### config.mk
export PLATFORM = sky130hd
export DESIGN_NAME = rsc_reset_source_control
export DESIGN_NICKNAME = d
export VERILOG_FILES = /design/src/design/rsc_pkg.sv /design/src/design/rsc_reset_source_control.sv
export SDC_FILE = /design/constraint.sdc
export NUM_CORES = 1
export LEC_CHECK = 0
export ABC_AREA = 1
export BUFFER_PORTS_ARGS = -buffer_cell sky130_fd_sc_hd__buf_2
export CAP_MARGIN = 40
export CORE_MARGIN = 2
export CORE_UTILIZATION = 49
export CTS_CLUSTER_SIZE = 30
export DETAILED_ROUTE_END_ITERATION = 10
export MAX_ROUTING_LAYER = met4
export PLACE_DENSITY = 0.88
export SYNTH_ARGS = -nofsm -noshare
export SYNTH_HDL_FRONTEND = slang
export SYNTH_SLANG_ARGS = --single-unit
### constraint.sdc
create_clock -name mclk_i -period 1.5 [get_ports mclk_i]
set_clock_uncertainty 0.05 [all_clocks]
set_input_delay 0.15 -clock mclk_i [delete_from_list [all_inputs] [get_ports mclk_i]]
set_output_delay 0.15 -clock mclk_i [all_outputs]
set_load 0.005 [all_outputs]
### src/design/rsc_pkg.sv
// Purpose: Shared constants and types of the reset source control block
// Assumes: Register indices sit at byte address four times the index
// Notes: Narrow registers occupy the low byte of each 32-bit word
package rsc_pkg;

    // Avalon byte address width needed to reach the highest index
    localparam int ADDR_W = 14;
    localparam int IDX_W = 12;

    // Register indices (byte address = index * 4)
    localparam logic [IDX_W-1:0] IDX_CAUSE = 12'hfcc;
    localparam logic [IDX_W-1:0] IDX_IRQ_STAT = 12'hfd0;
    localparam logic [IDX_W-1:0] IDX_IRQ_MASK = 12'hfd1;
    localparam logic [IDX_W-1:0] IDX_CONFIG = 12'hfde;
    localparam logic [IDX_W-1:0] IDX_KEY = 12'hfdf;

    // Key codes
    localparam logic [7:0] KEY_EXT_DIS = 8'hb2;
    localparam logic [7:0] KEY_FLAG_CLR = 8'h71;

    // Configuration and status field positions
    localparam int CFG_EXT_DIS = 0;
    localparam int CFG_AREA = 1;
    localparam int CFG_VECT = 2;

    // Cause register field positions
    localparam int CAUSE_WDT = 0;
    localparam int CAUSE_SYSCLK = 1;
    localparam int CAUSE_VD1 = 2;
    localparam int CAUSE_VD2 = 3;
    localparam int CAUSE_TRIM = 4;
    localparam int CAUSE_TRIM_DS = 5;
    localparam int CAUSE_FLASH = 6;
    localparam int CAUSE_FCLR = 7;

    // Reset values and masks
    localparam logic [2:0] CFG_RESET = 3'h0;
    localparam logic [7:0] CAUSE_RESET = 8'h00;
    localparam logic [7:0] IRQ_RESET = 8'h00;
    localparam logic [7:0] CAUSE_SRC_MASK = 8'h5f;

    // Internal reset sources, one level each
    typedef struct packed {
        logic flash_standby;
        logic trim;
        logic volt_det2;
        logic volt_det1;
        logic sysclk_fault;
        logic watchdog;
    } rsc_src_t;

    // Places the internal sources into the cause register layout
    function automatic logic [7:0] cause_bits(input rsc_src_t s);
        logic [7:0] b;
        b = 8'h00;
        b[CAUSE_WDT] = s.watchdog;
        b[CAUSE_SYSCLK] = s.sysclk_fault;
        b[CAUSE_VD1] = s.volt_det1;
        b[CAUSE_VD2] = s.volt_det2;
        b[CAUSE_TRIM] = s.trim;
        b[CAUSE_FLASH] = s.flash_standby;
        return b;
    endfunction

endpackage

### src/design/rsc_reset_source_control.sv
// Purpose: Reset source combiner with keyed configuration and cause flags
// Assumes: rst_i is the power-on reset; all inputs synchronous to mclk_i
// Notes: Avalon-MM slave, one wait cycle on every access
//
// Local design decision: the Avalon-MM interface to the registers.
`timescale 1ns/1ps

// Contract
// [RULE1] System reset is the OR of external, power-on and six internal sources.
// [RULE2] Committed config bit 0 at 1 disables the external reset input.
// [RULE3] Written disable bit acts only after key 0xB2 commits it.
// [RULE4] Committed disable returns to default only on power-on reset.
// [RULE5] Written, uncommitted config clears on any reset.
// [RULE6] Config bits 7 to 3 read zero.
// [RULE7] Config bits 2 and 1 commit by own key, mirrored in status.
// [RULE8] Key register is write-only; 0xB2, 0x71 act, others ignored. The code also acts on KEY_AREA (0xA5 by default).
// [RULE9] Software writes the key as a whole byte, no read-modify-write.
// [RULE10] Software writes keys only in normal mode, gear select 00.
// [RULE11] Status at key address shows committed disable in bit 0.
// [RULE12] Each internal source sets its sticky cause flag.
// [RULE13] Cause bit 5 reads 1 once abnormal trimming data is seen.
// [RULE14] Cause flags clear only by power-on, external reset or keyed clear.
// [RULE15] Clear bit 7 then key 0x71 clears all flags and the bit.
// [RULE16] Cause bit 7 always reads zero.
// [RULE17] Any reset holds warm-up counter, CPU and peripherals in reset.
// [RULE18] Voltage detectors disabled only by external or power-on reset.
// [RULE19] Cause flags are not cleared by the reset they record.
module rsc_reset_source_control #(
    parameter int ADDR_W = rsc_pkg::ADDR_W,
    // Arbitrary code committing bits 2 and 1; no value is defined for it
    parameter logic [7:0] KEY_AREA = 8'ha5
) (
    input wire logic mclk_i,
    input wire logic rst_i,
    input wire logic [ADDR_W-1:0] avs_address_i,
    input wire logic avs_read_i,
    input wire logic avs_write_i,
    input wire logic [31:0] avs_writedata_i,
    input wire logic [3:0] avs_byteenable_i,
    output logic [31:0] avs_readdata_o,
    output logic avs_waitrequest_o,
    input wire logic ext_reset_i,
    input wire rsc_pkg::rsc_src_t src_i,
    input wire logic trim_abnormal_i,
    output logic sys_reset_o,
    output logic volt_det_disable_o,
    output logic ext_reset_disable_o,
    output logic reset_area_ctrl_o,
    output logic reset_vector_ctrl_o,
    output logic irq_o
);

    // Refuse address widths that cannot reach the highest index
    if (ADDR_W < rsc_pkg::IDX_W + 2) begin : g_addr_check
        $error("rsc: ADDR_W too narrow for the register map");
    end

    // Bus decode
    logic [rsc_pkg::IDX_W-1:0] idx;
    logic aligned;
    logic req;
    logic acc;
    logic wr_acc;
    logic rd_acc;
    logic [7:0] wbyte;

    assign idx = avs_address_i[rsc_pkg::IDX_W+1:2];
    assign aligned = (avs_address_i[1:0] == 2'b00);
    assign req = avs_read_i | avs_write_i;
    // Access completes at the edge where waitrequest is low
    assign acc = req & ~avs_waitrequest_o;
    assign wr_acc = acc & avs_write_i & aligned & avs_byteenable_i[0];
    assign rd_acc = acc & avs_read_i & aligned;
    assign wbyte = avs_writedata_i[7:0];

    // Register state
    logic [2:0] cfg_pend_reg, cfg_pend_next;
    logic [2:0] cfg_comm_reg, cfg_comm_next;
    logic fclr_pend_reg, fclr_pend_next;
    logic [7:0] cause_reg, cause_next;
    logic [7:0] irq_stat_reg, irq_stat_next;
    logic [7:0] irq_mask_reg, irq_mask_next;
    logic sys_rst_reg, sys_rst_next;
    logic vd_dis_reg, vd_dis_next;
    logic wait_reg, wait_next;
    logic [31:0] rdata_reg, rdata_next;
    logic irq_reg, irq_next;

    // Reset source terms
    logic ext_rst_eff;
    logic int_rst;
    logic any_rst;
    logic key_wr;
    logic key_ext;
    logic key_clr;
    logic key_area;
    logic flag_clr;
    logic [7:0] src_bits;

    // External input is gated by the committed disable, not the pending one
    assign ext_rst_eff = ext_reset_i & ~cfg_comm_reg[rsc_pkg::CFG_EXT_DIS]; // [RULE2]
    assign int_rst = |src_i;
    assign any_rst = ext_rst_eff | int_rst; // [RULE1]
    assign src_bits = rsc_pkg::cause_bits(src_i);

    // Key decode: whole byte compared, other codes fall through
    assign key_wr = wr_acc & (idx == rsc_pkg::IDX_KEY);
    assign key_ext = key_wr & (wbyte == rsc_pkg::KEY_EXT_DIS); // [RULE8]
    assign key_clr = key_wr & (wbyte == rsc_pkg::KEY_FLAG_CLR); // [RULE8]
    assign key_area = key_wr & (wbyte == KEY_AREA);
    assign flag_clr = ext_rst_eff | (key_clr & fclr_pend_reg); // [RULE14]

    // Read data mux; unmapped or misaligned words read zero
    function automatic logic [7:0] read_byte(
        input logic [rsc_pkg::IDX_W-1:0] i,
        input logic [2:0] pend,
        input logic [2:0] comm,
        input logic [7:0] cause,
        input logic [7:0] stat,
        input logic [7:0] mask
    );
        logic [7:0] v;
        v = 8'h00;
        unique case (i)
            rsc_pkg::IDX_CONFIG: v[2:0] = pend; // [RULE6]
            rsc_pkg::IDX_KEY: v[2:0] = comm; // [RULE11] [RULE7]
            rsc_pkg::IDX_CAUSE: v = cause & ~8'h80; // [RULE16]
            rsc_pkg::IDX_IRQ_STAT: v = stat;
            rsc_pkg::IDX_IRQ_MASK: v = mask;
            default: v = 8'h00;
        endcase
        return v;
    endfunction

    // Bus handshake: one wait cycle, data sampled while waiting
    always_comb begin
        wait_next = 1'b1;
        rdata_next = rdata_reg;
        if (req && wait_reg) begin
            wait_next = 1'b0;
            rdata_next = 32'h0000_0000;
            if (aligned && avs_read_i) begin
                rdata_next[7:0] = read_byte(idx, cfg_pend_reg,
                    cfg_comm_reg, cause_reg, irq_stat_reg, irq_mask_reg);
            end
        end
    end

    // Configuration: pending contents, commit by key, clear on reset
    always_comb begin
        cfg_pend_next = cfg_pend_reg;
        cfg_comm_next = cfg_comm_reg;
        if (any_rst) begin
            cfg_pend_next = rsc_pkg::CFG_RESET; // [RULE5]
        end else if (wr_acc && idx == rsc_pkg::IDX_CONFIG) begin
            cfg_pend_next = wbyte[2:0]; // [RULE7]
        end
        // Commit survives external and internal resets
        if (key_ext && !any_rst) begin
            cfg_comm_next[rsc_pkg::CFG_EXT_DIS] =
                cfg_pend_reg[rsc_pkg::CFG_EXT_DIS]; // [RULE3] [RULE4]
        end
        if (key_area && !any_rst) begin
            cfg_comm_next[rsc_pkg::CFG_VECT:rsc_pkg::CFG_AREA] =
                cfg_pend_reg[rsc_pkg::CFG_VECT:rsc_pkg::CFG_AREA]; // [RULE7]
        end
    end

    // Cause flags: set wins over any clear in the same cycle
    always_comb begin
        fclr_pend_next = fclr_pend_reg;
        cause_next = flag_clr ? rsc_pkg::CAUSE_RESET : cause_reg; // [RULE15]
        cause_next = cause_next | src_bits; // [RULE12] [RULE19]
        if (trim_abnormal_i) begin
            cause_next[rsc_pkg::CAUSE_TRIM_DS] = 1'b1; // [RULE13]
        end
        if (any_rst || key_clr) begin
            fclr_pend_next = 1'b0; // [RULE15]
        end else if (wr_acc && idx == rsc_pkg::IDX_CAUSE) begin
            fclr_pend_next = wbyte[rsc_pkg::CAUSE_FCLR];
        end
    end

    // Interrupt status: a read clears only the bits it actually returned,
    // so an event landing during the wait cycle is not lost
    always_comb begin
        irq_stat_next = irq_stat_reg;
        irq_mask_next = irq_mask_reg;
        if (rd_acc && idx == rsc_pkg::IDX_IRQ_STAT) begin
            irq_stat_next = irq_stat_reg & ~rdata_reg[7:0];
        end
        irq_stat_next = irq_stat_next | src_bits;
        if (wr_acc && idx == rsc_pkg::IDX_IRQ_MASK) begin
            irq_mask_next = wbyte & rsc_pkg::CAUSE_SRC_MASK;
        end
        irq_next = |(irq_stat_next & irq_mask_next);
    end

    // Reset outputs follow the sources one cycle later
    always_comb begin
        sys_rst_next = any_rst; // [RULE17]
        vd_dis_next = ext_rst_eff; // [RULE18]
    end

    // Power-on reset initialises everything, including committed values
    always_ff @(posedge mclk_i) begin
        if (rst_i) begin
            cfg_pend_reg <= rsc_pkg::CFG_RESET;
            cfg_comm_reg <= rsc_pkg::CFG_RESET; // [RULE4]
            fclr_pend_reg <= 1'b0;
            cause_reg <= rsc_pkg::CAUSE_RESET; // [RULE14]
            irq_stat_reg <= rsc_pkg::IRQ_RESET;
            irq_mask_reg <= rsc_pkg::IRQ_RESET;
            sys_rst_reg <= 1'b1; // [RULE17]
            vd_dis_reg <= 1'b1; // [RULE18]
            wait_reg <= 1'b1;
            rdata_reg <= 32'h0000_0000;
            irq_reg <= 1'b0;
        end else begin
            cfg_pend_reg <= cfg_pend_next;
            cfg_comm_reg <= cfg_comm_next;
            fclr_pend_reg <= fclr_pend_next;
            cause_reg <= cause_next;
            irq_stat_reg <= irq_stat_next;
            irq_mask_reg <= irq_mask_next;
            sys_rst_reg <= sys_rst_next;
            vd_dis_reg <= vd_dis_next;
            wait_reg <= wait_next;
            rdata_reg <= rdata_next;
            irq_reg <= irq_next;
        end
    end

    // Outputs straight from flops
    assign avs_readdata_o = rdata_reg;
    assign avs_waitrequest_o = wait_reg;
    assign sys_reset_o = sys_rst_reg;
    assign volt_det_disable_o = vd_dis_reg;
    assign ext_reset_disable_o = cfg_comm_reg[rsc_pkg::CFG_EXT_DIS];
    assign reset_area_ctrl_o = cfg_comm_reg[rsc_pkg::CFG_AREA];
    assign reset_vector_ctrl_o = cfg_comm_reg[rsc_pkg::CFG_VECT];
    assign irq_o = irq_reg;
endmodule

# After elaboration in Yosys (flattened, before gate mapping)
# Index checks and enable logic that the tools add are counted.
# classes
n_eq_ne,8
n_mux,8
bitwise_logic,22
reduce_logical,15
# op_table
op,count
== test 12 bit (second input constant),5
two-way mux 8 bit,4
bitwise AND 8 bit,2
== test 8 bit (second input constant),2
bitwise OR 8 x 7 -> 8 bit,2
one-hot mux 3 bit (5 select lines),1
one-hot mux 5 bit (3 select lines),1
bitwise AND 1 bit,12
== test 8 x 7 -> 1 bit (second input constant),1
logical AND 1 bit,8
inverter 8 bit,1
OR reduction 8 bit,1
OR reduction 6 bit,1
OR reduction 2 bit,2
bitwise OR 1 bit,3
zero test 2 bit,1
two-way mux 1 bit,2
inverter 1 bit,2
zero test 1 bit,1
logical OR 1 bit,1
# word_totals
reg_bits,43
inputBits,62
out_inout_bits,39
word_cells,65

# Depth between registers and ports, before layout
# Gate-level depths: netlist (run 1).
# logic_depth
depth_word,12
depth_mapped,11
mapped_depth_nobuf,11

# Least setup slack after synthesis (run 1)
# Ideal clock, no wire load.
# synth_timing
kind,flip-flop to flip-flop
from,"register wait_reg, in the netlist avs_waitrequest_o"
to,"register irq_reg, in the netlist irq_o"
setup_time_ps,132
arrival_ps,1202
t_required_ps,1318
setup_slack_ps,116
stages_incl_launch_ff,11
n_path_buf,0
synth_period_minus_slack_ps,1384
path_cell_list,dfxtp_1 -> inv_2 -> nand4_4 -> inv_2 -> nand3_4 -> nand2_1 -> nand2_1 -> nand2_1 -> nand2_1 -> nor2_1 -> a21oi_1
# synth_via
elab_chain_cells,9
word_cells_on_any_way,14
classes_between,mux (2); bitwise (9); reduce/logical (3)
# synth_lines
element,line,text
"start, declared",rsc_reset_source_control.sv:85,"logic wait_reg, wait_next;"
"start signal, assigned",rsc_reset_source_control.sv:228,wait_reg <= wait_next;
inverter 1 bit (*),rsc_reset_source_control.sv:71,assign acc = req & ~avs_waitrequest_o;
bitwise AND 1 bit (*),rsc_reset_source_control.sv:71,
"bitwise AND 1 bit, on equally long branches (2 in series)","rsc_reset_source_control.sv:73, rsc_reset_source_control.sv:72",
logical AND 1 bit / bitwise AND 1 bit (equally long branches),"rsc_reset_source_control.sv:189, rsc_reset_source_control.sv:72",
two-way mux 8 bit / logical AND 1 bit (equally long branches),"rsc_reset_source_control.sv:189, rsc_reset_source_control.sv:193",
bitwise OR 8 x 7 -> 8 bit / two-way mux 8 bit (equally long branches),"rsc_reset_source_control.sv:192, rsc_reset_source_control.sv:193",
bitwise AND 8 bit (*),rsc_reset_source_control.sv:196,irq_next = |(irq_stat_next & irq_mask_next);
OR reduction 8 bit (*),rsc_reset_source_control.sv:196,
"end signal, assigned",rsc_reset_source_control.sv:230,irq_reg <= irq_next;
"end, declared",rsc_reset_source_control.sv:87,"logic irq_reg, irq_next;"
# Every way passes the cells marked *; elsewhere a longest branch is shown, timed or not.
# A chain may end at the register's enable or synchronous reset.

# Final worst setup path (run 1)
# Same ends and word-level chain as after synthesis.

==> results.txt, run 1 <==
The path category of the worst min-delay check was in2reg. Entering global routing, the biggest net connects 18 pins. The initial antenna violation count was 0; the worst endpoint data arrival time was 1.62 ns. The worst slew slack as a fraction of its limit came out at 55.9%. For the final routed DRC violation total, the log shows 0. The worst setup path is launched from a flip-flop. Pin placement for this block handled 101 I/O pins. Hold timing on the final database bottoms out at a slack of 0.0122 ns. The most used flip-flop cell after synthesis is sky130_fd_sc_hd__dfxtp_1. The logs give 10300 um for the first-pass GRT wire length and 0 for the number of endpoints with negative hold slack in the final report. The tree is rooted in a sky130_fd_sc_hd__clkbuf_8. The maximum vdd ir drop came out at 0.436 mV. Global routing consumed, on the met3 layer, 3.70% of the routing resources. Global routing used 29.8% of the available met1 tracks. The logs give 0.00134 mm2 for the area of the multi-input gates and 0.00249 mm2 for the post-synthesis cell area. The tools report the total detailed-routing wirelength as 6320 um. The tools report the number of nets still failing antenna checks after routing as 0.

The congestion estimate from routability-driven global placement came to 0.935. The tools report the number of standard cells after synthesis as 357. The via-per-instance ratio is 4.95, and the count of input and output buffers is 49.

The width of the chip is 75.3 um, and the final cell utilization of the core is 64.2%. For the source-to-sink clock delay at the later pin of the worst-skew pair, the log shows 0.30 ns. The Yosys warning count came out at 0.

For the sink count of the clock tree, the log shows 42. The number of standard cells in the layout, taps in and fillers out was 514; the mean instance size in the synthesized netlist was 6.98 um2. The first TritonRoute pass finished after 4 iterations.

In the final routed layout, each cell accounts on average for 12.3 um. The clock transition at the registers of the reported paths was 0.08 ns; the share of the cycle needed by the critical path after routing was 98.6%. For the sequential cell area fraction in the yosys report, the log shows 33.7%. For this design the static power due to leakage is 1.58 nW. The run gives 2434 as the number of global-route vias before repair.

The H-tree was split into 2 levels. For the worst setup path, the data required time is 1.64 ns. Setup slack on the critical path of the routed design comes to 0.0204 ns. The achievable clock frequency is 676 MHz, and the time the worst path needs with I/O delays and setup is 1.48 ns.

The top-area cell type share of the netlist area is 33.7%, and the vertical extent of the die is 75.3 um. Yosys mapped a number of flops with a built-in enable equal to 0. For this run, asynchronously set or reset flops after synthesis account for 0%. Setup violations remaining at the end of the flow were counted as 0. Leading area contributor after synthesis: sky130_fd_sc_hd__dfxtp_1. The met2 track demand over resource in global routing is 40.2%, and the number of slew-limit violations in the final report is 0. met2 is the most crowded layer. The run gives 2 as the buffer levels on the longest clock path.

The worst-case reg-to-reg path depth is 10, and the count of hold-fix buffers inserted at cts is 0. The fill cell instance count of the final layout is 446. Ranked by total cell area, the synthesized netlist is headed by sky130_fd_sc_hd__dfxtp_1 (34%), sky130_fd_sc_hd__nand2_1 (11%), sky130_fd_sc_hd__buf_4 (7.2%).

Row generation in the floorplan step produced 25 rows. Area enclosed by the die boundary: 0.00568 mm2. The area inside the core boundary is 0.00482 mm2, and the total CTS buffers is 5. In the final layout, the share of cells above drive strength 1 is 30.0%. Setup repair after global routing could not meet its margin everywhere. The number of gates resized after CTS was 0.

The flip-flop and latch count after synthesis is 42, and the vias after detailed routing is 2545. The finished layout cell area came out at 0.00309 mm2. By count the netlist is led by sky130_fd_sc_hd__nand2_1 (75), sky130_fd_sc_hd__inv_1 (44), sky130_fd_sc_hd__dfxtp_1 (42).

OpenSTA, run right after detailed placement, puts the worst setup slack at -0.0768 ns. The power per unit of standard cell area works out to 710 mW/mm2. The run finished with clean final reports. The synthesis-to-finish area growth works out to 24.0%. After detailed placement, the total cell area comes to 0.00299 mm2. The number of post-CTS setup repair buffers is 0, and the max-cap check violation count is 0.

The initial core utilization was 51.8%; the starting DRC count in detailed routing was 171. The start-to-end type of the worst setup path was reg2reg. For this run the aggregate overflow at the end of global routing stands at 0. The tools report the cell count after placement as 506.

In the final layout, flip-flops and latches occupy 841 um2. For the half-perimeter wire length after placement, the log shows 5020 um. The tools report the net count reported at finish as 508. Leading cell type by number of instances after synthesis: sky130_fd_sc_hd__nand2_1. TritonCTS built the clock tree.

In this run the worst path has a maximum fanout of 7. Summed over all failing endpoints, the final setup total negative slack is 0 ns. The worst setup path is captured at a flip-flop. The number of antenna diodes was 0. The number of cells traversed by the worst hold path is 2, and the transition time at the pin with the least slew margin is 0.657 ns.

The design draws 2.19 mW. The global-route usage over all layers was 24.7%. The netlist uses 32 different library cells.
kinds of logic after synthesis:
kind of cell           count (synthesis)  synth area share [%]
buffers and inverters                 80                  16.2
and+or+nand+nor                      185                  39.2
AOI/OAI and AO/OA                     49                  10.7
DFF                                   42                  33.7
other                                  1                 0.150
power breakdown:
part | switching [mW] | internal [mW]
clock | 0.387 | 0.371
combinational | 0.170 | 0.110
sequential | 0.0134 | 1.14
area by class of cell:
| cell class | count | area share (%) |
|---|---|---|
| sequential | 42 | 27.2 |
| clock inverter | 1 | 0.162 |
| timing repair buffer | 89 | 17.6 |
| clock buffer | 7 | 2.79 |
| multi-input combinational | 258 | 43.3 |
| tap | 67 | 2.71 |
| inverter | 50 | 6.15 |
worst paths after layout:
check / end / start / slack (ns)
hold reg to reg: cause_reg[1] / cause_reg[1] / 0.42
setup / recovery: irq_o / avs_waitrequest_o / 0.02
hold / removal: cause_reg[5] / trim_abnormal_i / 0.01
setup reg to reg: irq_o / avs_waitrequest_o / 0.02
cells in the final DEF, fill, tap and decap left out:
cell                       instances
sky130_fd_sc_hd__a21oi_1          22
sky130_fd_sc_hd__buf_2            49
sky130_fd_sc_hd__buf_4            40
sky130_fd_sc_hd__clkbuf_1          1
sky130_fd_sc_hd__clkbuf_8          6
sky130_fd_sc_hd__clkinv_2          1
sky130_fd_sc_hd__conb_1           24
sky130_fd_sc_hd__dfxtp_1          42
sky130_fd_sc_hd__inv_1            44
sky130_fd_sc_hd__inv_2             5
sky130_fd_sc_hd__inv_4             1
sky130_fd_sc_hd__nand2_1          74
sky130_fd_sc_hd__nand2_2           3
sky130_fd_sc_hd__nand2_4           2
sky130_fd_sc_hd__nand3_1          18
sky130_fd_sc_hd__nand3_2           2
sky130_fd_sc_hd__nand3_4           3
sky130_fd_sc_hd__nand4_1          16
sky130_fd_sc_hd__nand4_2           1
sky130_fd_sc_hd__nand4_4           1
sky130_fd_sc_hd__nor2_1           40
sky130_fd_sc_hd__nor2_2            4
sky130_fd_sc_hd__nor2_4            5
sky130_fd_sc_hd__nor2_8            2
sky130_fd_sc_hd__nor3_1            6
sky130_fd_sc_hd__nor4_1            2
sky130_fd_sc_hd__nor4_4            1
sky130_fd_sc_hd__o21a_1            2
sky130_fd_sc_hd__o21ai_0          14
sky130_fd_sc_hd__o21ai_1           5
sky130_fd_sc_hd__o21ai_2           3
sky130_fd_sc_hd__o221ai_1          1
sky130_fd_sc_hd__o22ai_1           2
sky130_fd_sc_hd__or2_2             5
layer usage:
metal  vias to the layer above  part of all wire (%)  wire length, um
li1                       1278                     -                -
met1                      1133                    41             2570
met2                       114                    48             3060
met3                        20                   8.0              509
met4                         0                   3.0              189
met5                         -                     0                0
critical path, stage by stage, from the launching register on:
cell,delay (ns)
sky130_fd_sc_hd__dfxtp_1,0.32
sky130_fd_sc_hd__inv_2,0.08
sky130_fd_sc_hd__nand4_4,0.16
sky130_fd_sc_hd__inv_4,0.14
sky130_fd_sc_hd__nand3_4,0.13
sky130_fd_sc_hd__nand2_1,0.12
sky130_fd_sc_hd__nand2_1,0.06
sky130_fd_sc_hd__nand2_1,0.07
sky130_fd_sc_hd__nand2_1,0.07
sky130_fd_sc_hd__nor2_1,0.09
sky130_fd_sc_hd__a21oi_1,0.07
(Power assumes the default switching activity.)
==> run 2, diff against run 1 <==
==> constraint.sdc (replaced) <==
create_clock -name mclk_i -period 1.4 [get_ports mclk_i]
set_clock_uncertainty 0.05 [all_clocks]
set_input_delay 0.14 -clock mclk_i [delete_from_list [all_inputs] [get_ports mclk_i]]
set_output_delay 0.14 -clock mclk_i [all_outputs]
set_load 0.005 [all_outputs]
==> run 2 against run 1 <==
  * The flow now finishes with violations (negative setup slack)
  * Non-clock buffer count rose by 10
  * Count of clock-buffer cells in the layout fell by 1
  * Critical path depth fell by 1
  * Die area did not move
  * Sequential share of layout area fell by 1.3 points
  * Largest cell class unchanged
  * Largest power group unchanged
==> results.txt, run 2 (same netlist as run 1, synthesis figures left out) <==
The via-per-instance ratio works out to 5.09 (+2.8%). The tools report the startpoint of the lowest-slack register-to-register path as avs_waitrequest_o. The layout cell share with drive strength beyond 1 is 35.6% (+5.6 points). The tools report the area enclosed by the die boundary as 0.00568 mm2 (unchanged). The run gives 25 (unchanged) as the number of rows in the core area. In this design, the critical path's most frequently occurring cell is sky130_fd_sc_hd__nand2_1. The wire length per cell after detailed routing works out to 13.2 um (+7.2%). The buffer levels on the longest clock path came out at 2 (unchanged). The largest incremental delay on the critical path is 0.33 ns (about the same). The width of the chip is 75.3 um (unchanged), and the power per unit of standard cell area is 739 mW/mm2 (+4.2%). The maximum vdd ir drop was 0.581 mV (+33%).

The clock transition at the registers of the reported paths was 0.08 ns (about the same); the initial antenna violation count was 0 (unchanged). The sink count of the clock tree came out at 42 (unchanged). Global-route usage over all layers: 26.1% (+1.3 points). STA classifies the critical path endpoint as a flip-flop. The tools report the number of nets still failing antenna checks after routing as 0 (unchanged). The max-cap check violation count is 0 (unchanged). Traced cell by cell, the critical path runs through buf_6, nor2_4, nand3_4, nand2_1, o21ai_2, nand2_1, nand2_1, nor2_1, a21oi_1.

Number of slew-limit violations in the final report: 0 (unchanged). The total CTS buffers was 5 (unchanged); the final routed DRC violation total was 0 (unchanged). The worst setup path is of the reg2reg kind. The share of the cycle needed by the critical path after routing came out at 105% (+6.8 points). The tightest min-delay check is of the in2reg type.

The total detailed-routing wirelength is 6930 um (+9.5%). The run gives 2671 (+5.0%) as the vias after detailed routing. The starting DRC count in detailed routing is 204 (+19%). The run gives 677 MHz (+0.21%) as the achievable clock frequency. The final cell utilization of the core was 67.4% (+3.2 points). The hold path startpoint is trim_abnormal_i. The time the worst path needs with I/O delays and setup was 1.48 ns (-0.00315 ns).

The relative contribution of the clock network to total power came out at 34.3% (-0.3 points). The logs give 1.64 nW (+3.7%) for the leakage power and 0.29 ns (about the same) for the source-to-sink clock delay at the later pin of the worst-skew pair. The half-perimeter wire length after placement is 5060 um (+0.66%), and the number of H-tree levels is 2 (unchanged).

TritonCTS built the clock tree. The number of antenna diodes is 0 (unchanged), and the top-level port count is 101 (unchanged). The number of global-route vias before repair is 2443 (+0.37%). The tools report the worst setup slack after layout as -0.0764 ns (-0.0969 ns). Switching power of the nets: 0.641 mW (+12%). The tools report the minimum hold slack as 0.00964 ns (-0.00258 ns). The flow ran to the end, but the final reports show violations.

The final reports fail on negative setup slack. The top cell types in the final layout, fill and taps aside, are sky130_fd_sc_hd__nand2_1 (66), sky130_fd_sc_hd__buf_2 (49), sky130_fd_sc_hd__buf_4 (48). From synthesis to final layout, the design area changed by 30.2%.

The proportion of power drawn by flip-flops and latches is 51.7% (-1.0 points), and the switching power share of the total is 26.7% (+0.71 points). The path with the worst hold slack has its endpoint at cause_reg[5]. Leaving out fill and tap cells, the most frequent cell in the layout is sky130_fd_sc_hd__nand2_1.

The number of cells traversed by the worst hold path is 2 (unchanged), and the vertical extent of the die is 75.3 um (unchanged). The tools report the global placer's final weighted congestion as 0.958 (+2.4%). The final setup violation count is 1 (+1), and the leftover overflow at the end of global routing is 0 (unchanged). Fill cell instance count of the final layout: 427 (-4.3%).

The internal power of the cells is 1.76 mW (+8.3%). The tools report the initial core utilization as 51.8% (unchanged). The buffer type at the clock tree root is sky130_fd_sc_hd__clkbuf_8. The first-pass GRT wire length was 10800 um (+5.2%); the worst-case register-to-register setup slack was -0.08 ns (-0.10 ns). The slowest cell on the critical path was sky130_fd_sc_hd__dfxtp_2. The first-pass detailed-route iteration total was 5 (+1); the number of endpoints with negative hold slack in the final report was 0 (unchanged).

The area inside the core boundary came out at 0.00482 mm2 (unchanged). The worst-case reg-to-reg path depth is 9 (-1), and the net count reported at finish is 519 (+2.2%). Setup repair after global routing could not meet its margin everywhere. The count of input and output buffers came out at 49 (unchanged).

The biggest fanout along the worst timing path works out to 5 (-2). The tools report the share of total power in combinational logic as 14.0% (+1.2 points). The endpoint identified for the worst register-to-register timing path is irq_o.

The tools report the data required time of the critical path as 1.54 ns (-0.10 ns). STA classifies the critical path startpoint as a flip-flop. Worst endpoint data arrival time: 1.61 ns (about the same). The largest net degree at the start of global routing came out at 16 (-2).
==> run 2: changes by cell type in the layout (fill, tap and decap cells not counted), moves of 2 or more <==
cell                      change
sky130_fd_sc_hd__nand3_1      -5
sky130_fd_sc_hd__inv_2        +2
sky130_fd_sc_hd__nand3_2      +5
sky130_fd_sc_hd__nand2_2      +8
sky130_fd_sc_hd__inv_1        -2
sky130_fd_sc_hd__buf_6        +2
sky130_fd_sc_hd__buf_4        +8
sky130_fd_sc_hd__nand2_1      -8
==> run 2: cell type report <==
type / instances / area, um2 / share of cell area (%)
Clock buffer: 6 / 82.6 / 2.54
Sequential cell: 42 / 842 / 25.9
Clock inverter: 2 / 12.5 / 0.386
Tap cell: 67 / 83.8 / 2.58
Multi-Input combinational cell: 259 / 1410 / 43.3
Timing Repair Buffer: 99 / 628 / 19.4
Inverter: 50 / 190 / 5.86
==> run 2: worst max path at each step <==
stage               slack, ns         startpoint    end
floorplan                0.02  avs_waitrequest_o  irq_o
global placement        -0.13   avs_address_i[5]  irq_o
detailed placement      -0.18   avs_address_i[5]  irq_o
CTS                     -0.03  avs_waitrequest_o  irq_o
global route            -0.14  avs_waitrequest_o  irq_o
finish                  -0.08  avs_waitrequest_o  irq_o
==> run 2: timing repair <==
item / 4_1_cts / 5_1_grt
hold buffers: 0 / 0
gates cloned: 1 / 0
setup buffers: 2 / 2
endpoints found under the setup margin: 1 / 22
pin swaps: 9 / 11
gates resized for setup: 11 / 12
==> run 2: metrics by stage <==
step / std cells / TNS, ns / power [mW] / setup slack, ns / area, um2
finish: 525 / -0.0764 / 2.40 / -0.0764 / 3250
global route: 525 / -0.743 / 2.50 / -0.136 / 3250
CTS: 523 / -0.0264 / 2.39 / -0.0264 / 3200
detailed placement: 512 / -1.73 / 1.57 / -0.177 / 3040
global placement: 512 / -0.972 / 1.56 / -0.132 / 3040
floorplan: 380 / 0 / 1.46 / 0.0156 / 2580
==> run 2: worst max-delay path: cells and delay by family, from the launching register on <==
family	cells	cell delay (ns)
buf+inv	1	0.11
simple gates	6	0.73
compound gates	2	0.14
flops	1	0.33
==> run 2: power by group through the flow <==
stage	Sequential [mW]	Clock, mW	Combinational (mW)
floorplan	1.26	0	0.200
global placement	1.26	0	0.298
detailed placement	1.27	0	0.304
CTS	1.24	0.829	0.320
global route	1.24	0.878	0.374
finish	1.24	0.823	0.336
==> run 2: per-layer routing <==
layer,part of all wire [%],up-vias,track usage [%]
met5,0,-,-
met4,2.7,0,9.55
met3,6.3,29,4.23
met2,49,149,43.4
met1,42,1188,31.9
li1,-,1305,-
==> run 3, diff against run 2 <==
--- a/config.mk
+++ b/config.mk
@@ -9,11 +9,12 @@
 export BUFFER_PORTS_ARGS = -buffer_cell sky130_fd_sc_hd__buf_2
 export CAP_MARGIN = 40
 export CORE_MARGIN = 2
-export CORE_UTILIZATION = 49
+export CORE_UTILIZATION = 50
+export CTS_BUF_LIST = sky130_fd_sc_hd__clkbuf_2
 export CTS_CLUSTER_SIZE = 30
 export DETAILED_ROUTE_END_ITERATION = 10
 export MAX_ROUTING_LAYER = met4
-export PLACE_DENSITY = 0.88
+export PLACE_DENSITY = 0.89
 export SYNTH_ARGS = -nofsm -noshare
 export SYNTH_HDL_FRONTEND = slang
 export SYNTH_SLANG_ARGS = --single-unit
==> run 3 against run 2 <==
  * The flow still finishes with violations (negative setup slack)
  * Combinational power hardly changed
  * Critical endpoint is now cause_reg[5]
  * Highest routed layer unchanged
  * Critical path type unchanged
  * Final cell count is 0.19% higher
  * Cell area rose by 0.15%
  * Sequential share of layout area barely moved
  * Clock power decreased by 39%
  * Routed wire length shrank 0.94%
  * Via count shrank 0.94%
==> results.txt, run 3 (same netlist as run 1, synthesis figures left out) <==
The flow ran to the end, but the final reports show violations. The final reports fail on negative setup slack. The max-cap check violation count came out at 0 (unchanged). The largest incremental delay on the critical path is 0.38 ns (+0.05 ns), and the area inside the core boundary is 0.00475 mm2 (-1.3%).

The area enclosed by the die boundary is 0.00557 mm2 (-1.9%). For the pin with the worst max-slew slack, the measured transition is 0.703 ns. The tools report the top-level port count as 101 (unchanged). The first-pass detailed-route iteration total is 5 (unchanged), and the met3 global-route usage is 5.89% (+1.7 points). The initial core utilization was 52.4% (+0.68 points); the starting DRC count in detailed routing was 238 (+17%). The vias after detailed routing is 2646 (-0.94%), and the setup total negative slack is -0.875 ns (-0.798 ns).

The run gives 0.477 mV (-18%) as the maximum vdd ir drop. The most utilized layer in the global route result is met2. The largest individual stage delay along the critical path comes from the cell sky130_fd_sc_hd__dfxtp_2. The global placer's final weighted congestion was 0.946 (-1.3%); the total detailed-routing wirelength was 6860 um (-0.94%).

For the finished layout cell area, the log shows 0.00325 mm2 (+0.15%). The wire length per cell after detailed routing was 13.0 um (-1.1%). The worst hold path begins at rst_i.

The tools report the final cell utilization of the core as 68.4% (+0.99 points). The endpoint identified for the worst register-to-register timing path is cause_reg[5]. The time the worst path needs with I/O delays and setup was 1.51 ns (+0.0323 ns). Leakage power: 1.63 nW (-0.58%). For the total CTS buffers, the log shows 5 (unchanged).

The endpoint of the worst hold-timing path was irq_stat_reg[7]. The logs give 0.40 ns (+0.11 ns) for the source-to-sink clock delay at the later pin of the worst-skew pair and 1.66 ns (+0.12 ns) for the data required time of the critical path. The critical path is of the reg2reg type. First-pass GRT wire length: 10600 um (-2.3%). The worst-case reg-to-reg path depth came out at 9 (unchanged). The logs give 0 (unchanged) for the final routed DRC violation total and 13 (+12) for the final setup violation count.

For the half-perimeter wire length after placement, the log shows 5060 um (about the same). The clock transition at the registers of the reported paths was 0.20 ns (+0.12 ns). Walking the worst path, the cells encountered are inv_2, nand4_4, buf_4, buf_6, nor2_4, nand3_2, nand2_2, nor2_1, o21a_1.

The logs give 1.77 ns (+0.16 ns) for the worst endpoint data arrival time and 663 MHz (-2.1%) for the achievable clock frequency. The path category of the worst min-delay check was in2reg. Leaving out fill and tap cells, the most frequent cell in the layout is sky130_fd_sc_hd__nand2_1.

The run gives 17 (+1) as the largest net degree at the start of global routing. Setup repair after global routing could not meet its margin everywhere. In this run the critical register-to-register path is launched from avs_waitrequest_o. The run gives 30.6% (-1.2 points) as the met1 track demand over resource.

The leftover overflow at the end of global routing was 0 (unchanged); the number of slew-limit violations in the final report was 0 (unchanged). The number of rows in the core area is 25 (unchanged). Tracing the worst setup path back leads to its startpoint at avs_waitrequest_o.

The via-per-instance ratio was 5.03 (-1.1%). For the minimum hold slack, the log shows 0.0250 ns (+0.0153 ns). The critical path capture point type is a flip-flop.

The number of cells traversed by the worst hold path came out at 2 (unchanged). The count of input and output buffers came out at 49 (unchanged). TritonCTS built the clock tree.

The biggest fanout along the worst timing path came out at 3 (-2). For the number of endpoints with negative hold slack in the final report, the log shows 0 (unchanged). The tools report the number of nets still failing antenna checks after routing as 0 (unchanged). The met2 track demand over resource in global routing was 42.0% (-1.4 points). The layout cell share with drive strength beyond 1 is 34.6% (-0.95 points), and the net count reported at finish is 521 (+0.39%). The run gives -0.11 ns (-0.03 ns) as the worst-case register-to-register setup slack. The tools report the number of H-tree levels as 2 (unchanged). The width of the chip is 74.6 um (-0.95%). The sink count of the clock tree came out at 42 (unchanged). The logs give 52.8% for the worst slew slack as a fraction of its limit and 0 (unchanged) for the initial antenna violation count.

The cell area reported after detailed placement is 0.00302 mm2 (-0.74%), and the synthesis-to-finish area growth is 30.4%. Leaving out fill and tap cells, the most frequent cells in the layout are sky130_fd_sc_hd__nand2_1 (70), sky130_fd_sc_hd__buf_2 (49), sky130_fd_sc_hd__inv_1 (43). The vertical extent of the die works out to 74.6 um (-0.95%).

The worst setup path is launched from a flip-flop. The run gives 0 (unchanged) as the number of antenna diodes. For the number of global-route vias before repair, the log shows 2427 (-0.65%). The logs give -0.192 ns (-0.0151 ns) for the minimum setup slack after placement and 2 (unchanged) for the buffer levels on the longest clock path.

The share of the cycle needed by the critical path after routing was 108% (+2.3 points). The global-route usage over all layers was 25.6% (-0.46 points); the power per unit of standard cell area was 641 mW/mm2 (-13%). The buffer type at the clock tree root is sky130_fd_sc_hd__clkbuf_2. The worst setup slack after layout was -0.109 ns (-0.0323 ns).
[run 3: cell types whose count changed in the layout (fill, tap and decap cells not counted), moves of 3 or more]
| cell | previous run | this run |
|---|---|---|
| sky130_fd_sc_hd__clkbuf_8 | 6 | 0 |
| sky130_fd_sc_hd__clkbuf_2 | 0 | 7 |
| sky130_fd_sc_hd__o21ai_0 | 14 | 11 |
| sky130_fd_sc_hd__nand2_2 | 11 | 7 |
| sky130_fd_sc_hd__buf_6 | 2 | 6 |
| sky130_fd_sc_hd__dlygate4sd3_1 | 0 | 4 |
| sky130_fd_sc_hd__nand2_1 | 66 | 70 |
| sky130_fd_sc_hd__buf_4 | 48 | 41 |
[run 3: worst max path at each step]
stage / endpoint / slack (ns)
CTS: irq_o / -0.02
global placement: irq_o / -0.14
detailed placement: irq_o / -0.19
finish: cause_reg[5] / -0.11
floorplan: irq_o / 0.02
global route: irq_o / -0.16
[run 3: layout make-up]
class / count / area (um2)
Clock buffer: 7 / 35.0
Fill cell: 389 / 1500
Inverter: 50 / 190
Multi-Input combinational cell: 259 / 1420
Sequential cell: 42 / 843
Tap cell: 67 / 83.8
Timing Repair Buffer: 101 / 681
[run 3: timing repair]
| item | CTS | global route |
|---|---|---|
| setup buffers | 1 | 4 |
| gates resized for setup | 5 | 26 |
| endpoints found under the setup margin | 1 | 16 |
| pin swaps | 5 | 14 |
| endpoints found under the hold margin | 4 | 0 |
| hold buffers | 4 | 0 |
| gates cloned | 1 | 0 |
[run 3: critical path: cells and delay by family (launching register included)]
kind / cells / cell delay [ns]
AOI/OAI and AO/OA: 1 / 0.16
buffers and inverters: 3 / 0.36
and+or+nand+nor: 5 / 0.45
DFF: 1 / 0.38
[run 3: power by group]
part | total (mW) | internal [mW] | switching [mW]
clock | 0.502 | 0.130 | 0.372
combinational | 0.339 | 0.143 | 0.197
sequential | 1.24 | 1.23 | 0.0156
[run 3: layer usage]
layer / vias to the layer above / wire length, um
met5: - / 0
met4: 0 / 129
met3: 18 / 494
met2: 125 / 3450
met1: 1194 / 2790
li1: 1309 / -
[run 3: metrics by stage]
step                power (mW)  std cells
detailed placement        1.57        509
floorplan                 1.46        380
finish                    2.08        526
global route              2.17        526
global placement          1.56        509
CTS                       2.07        522
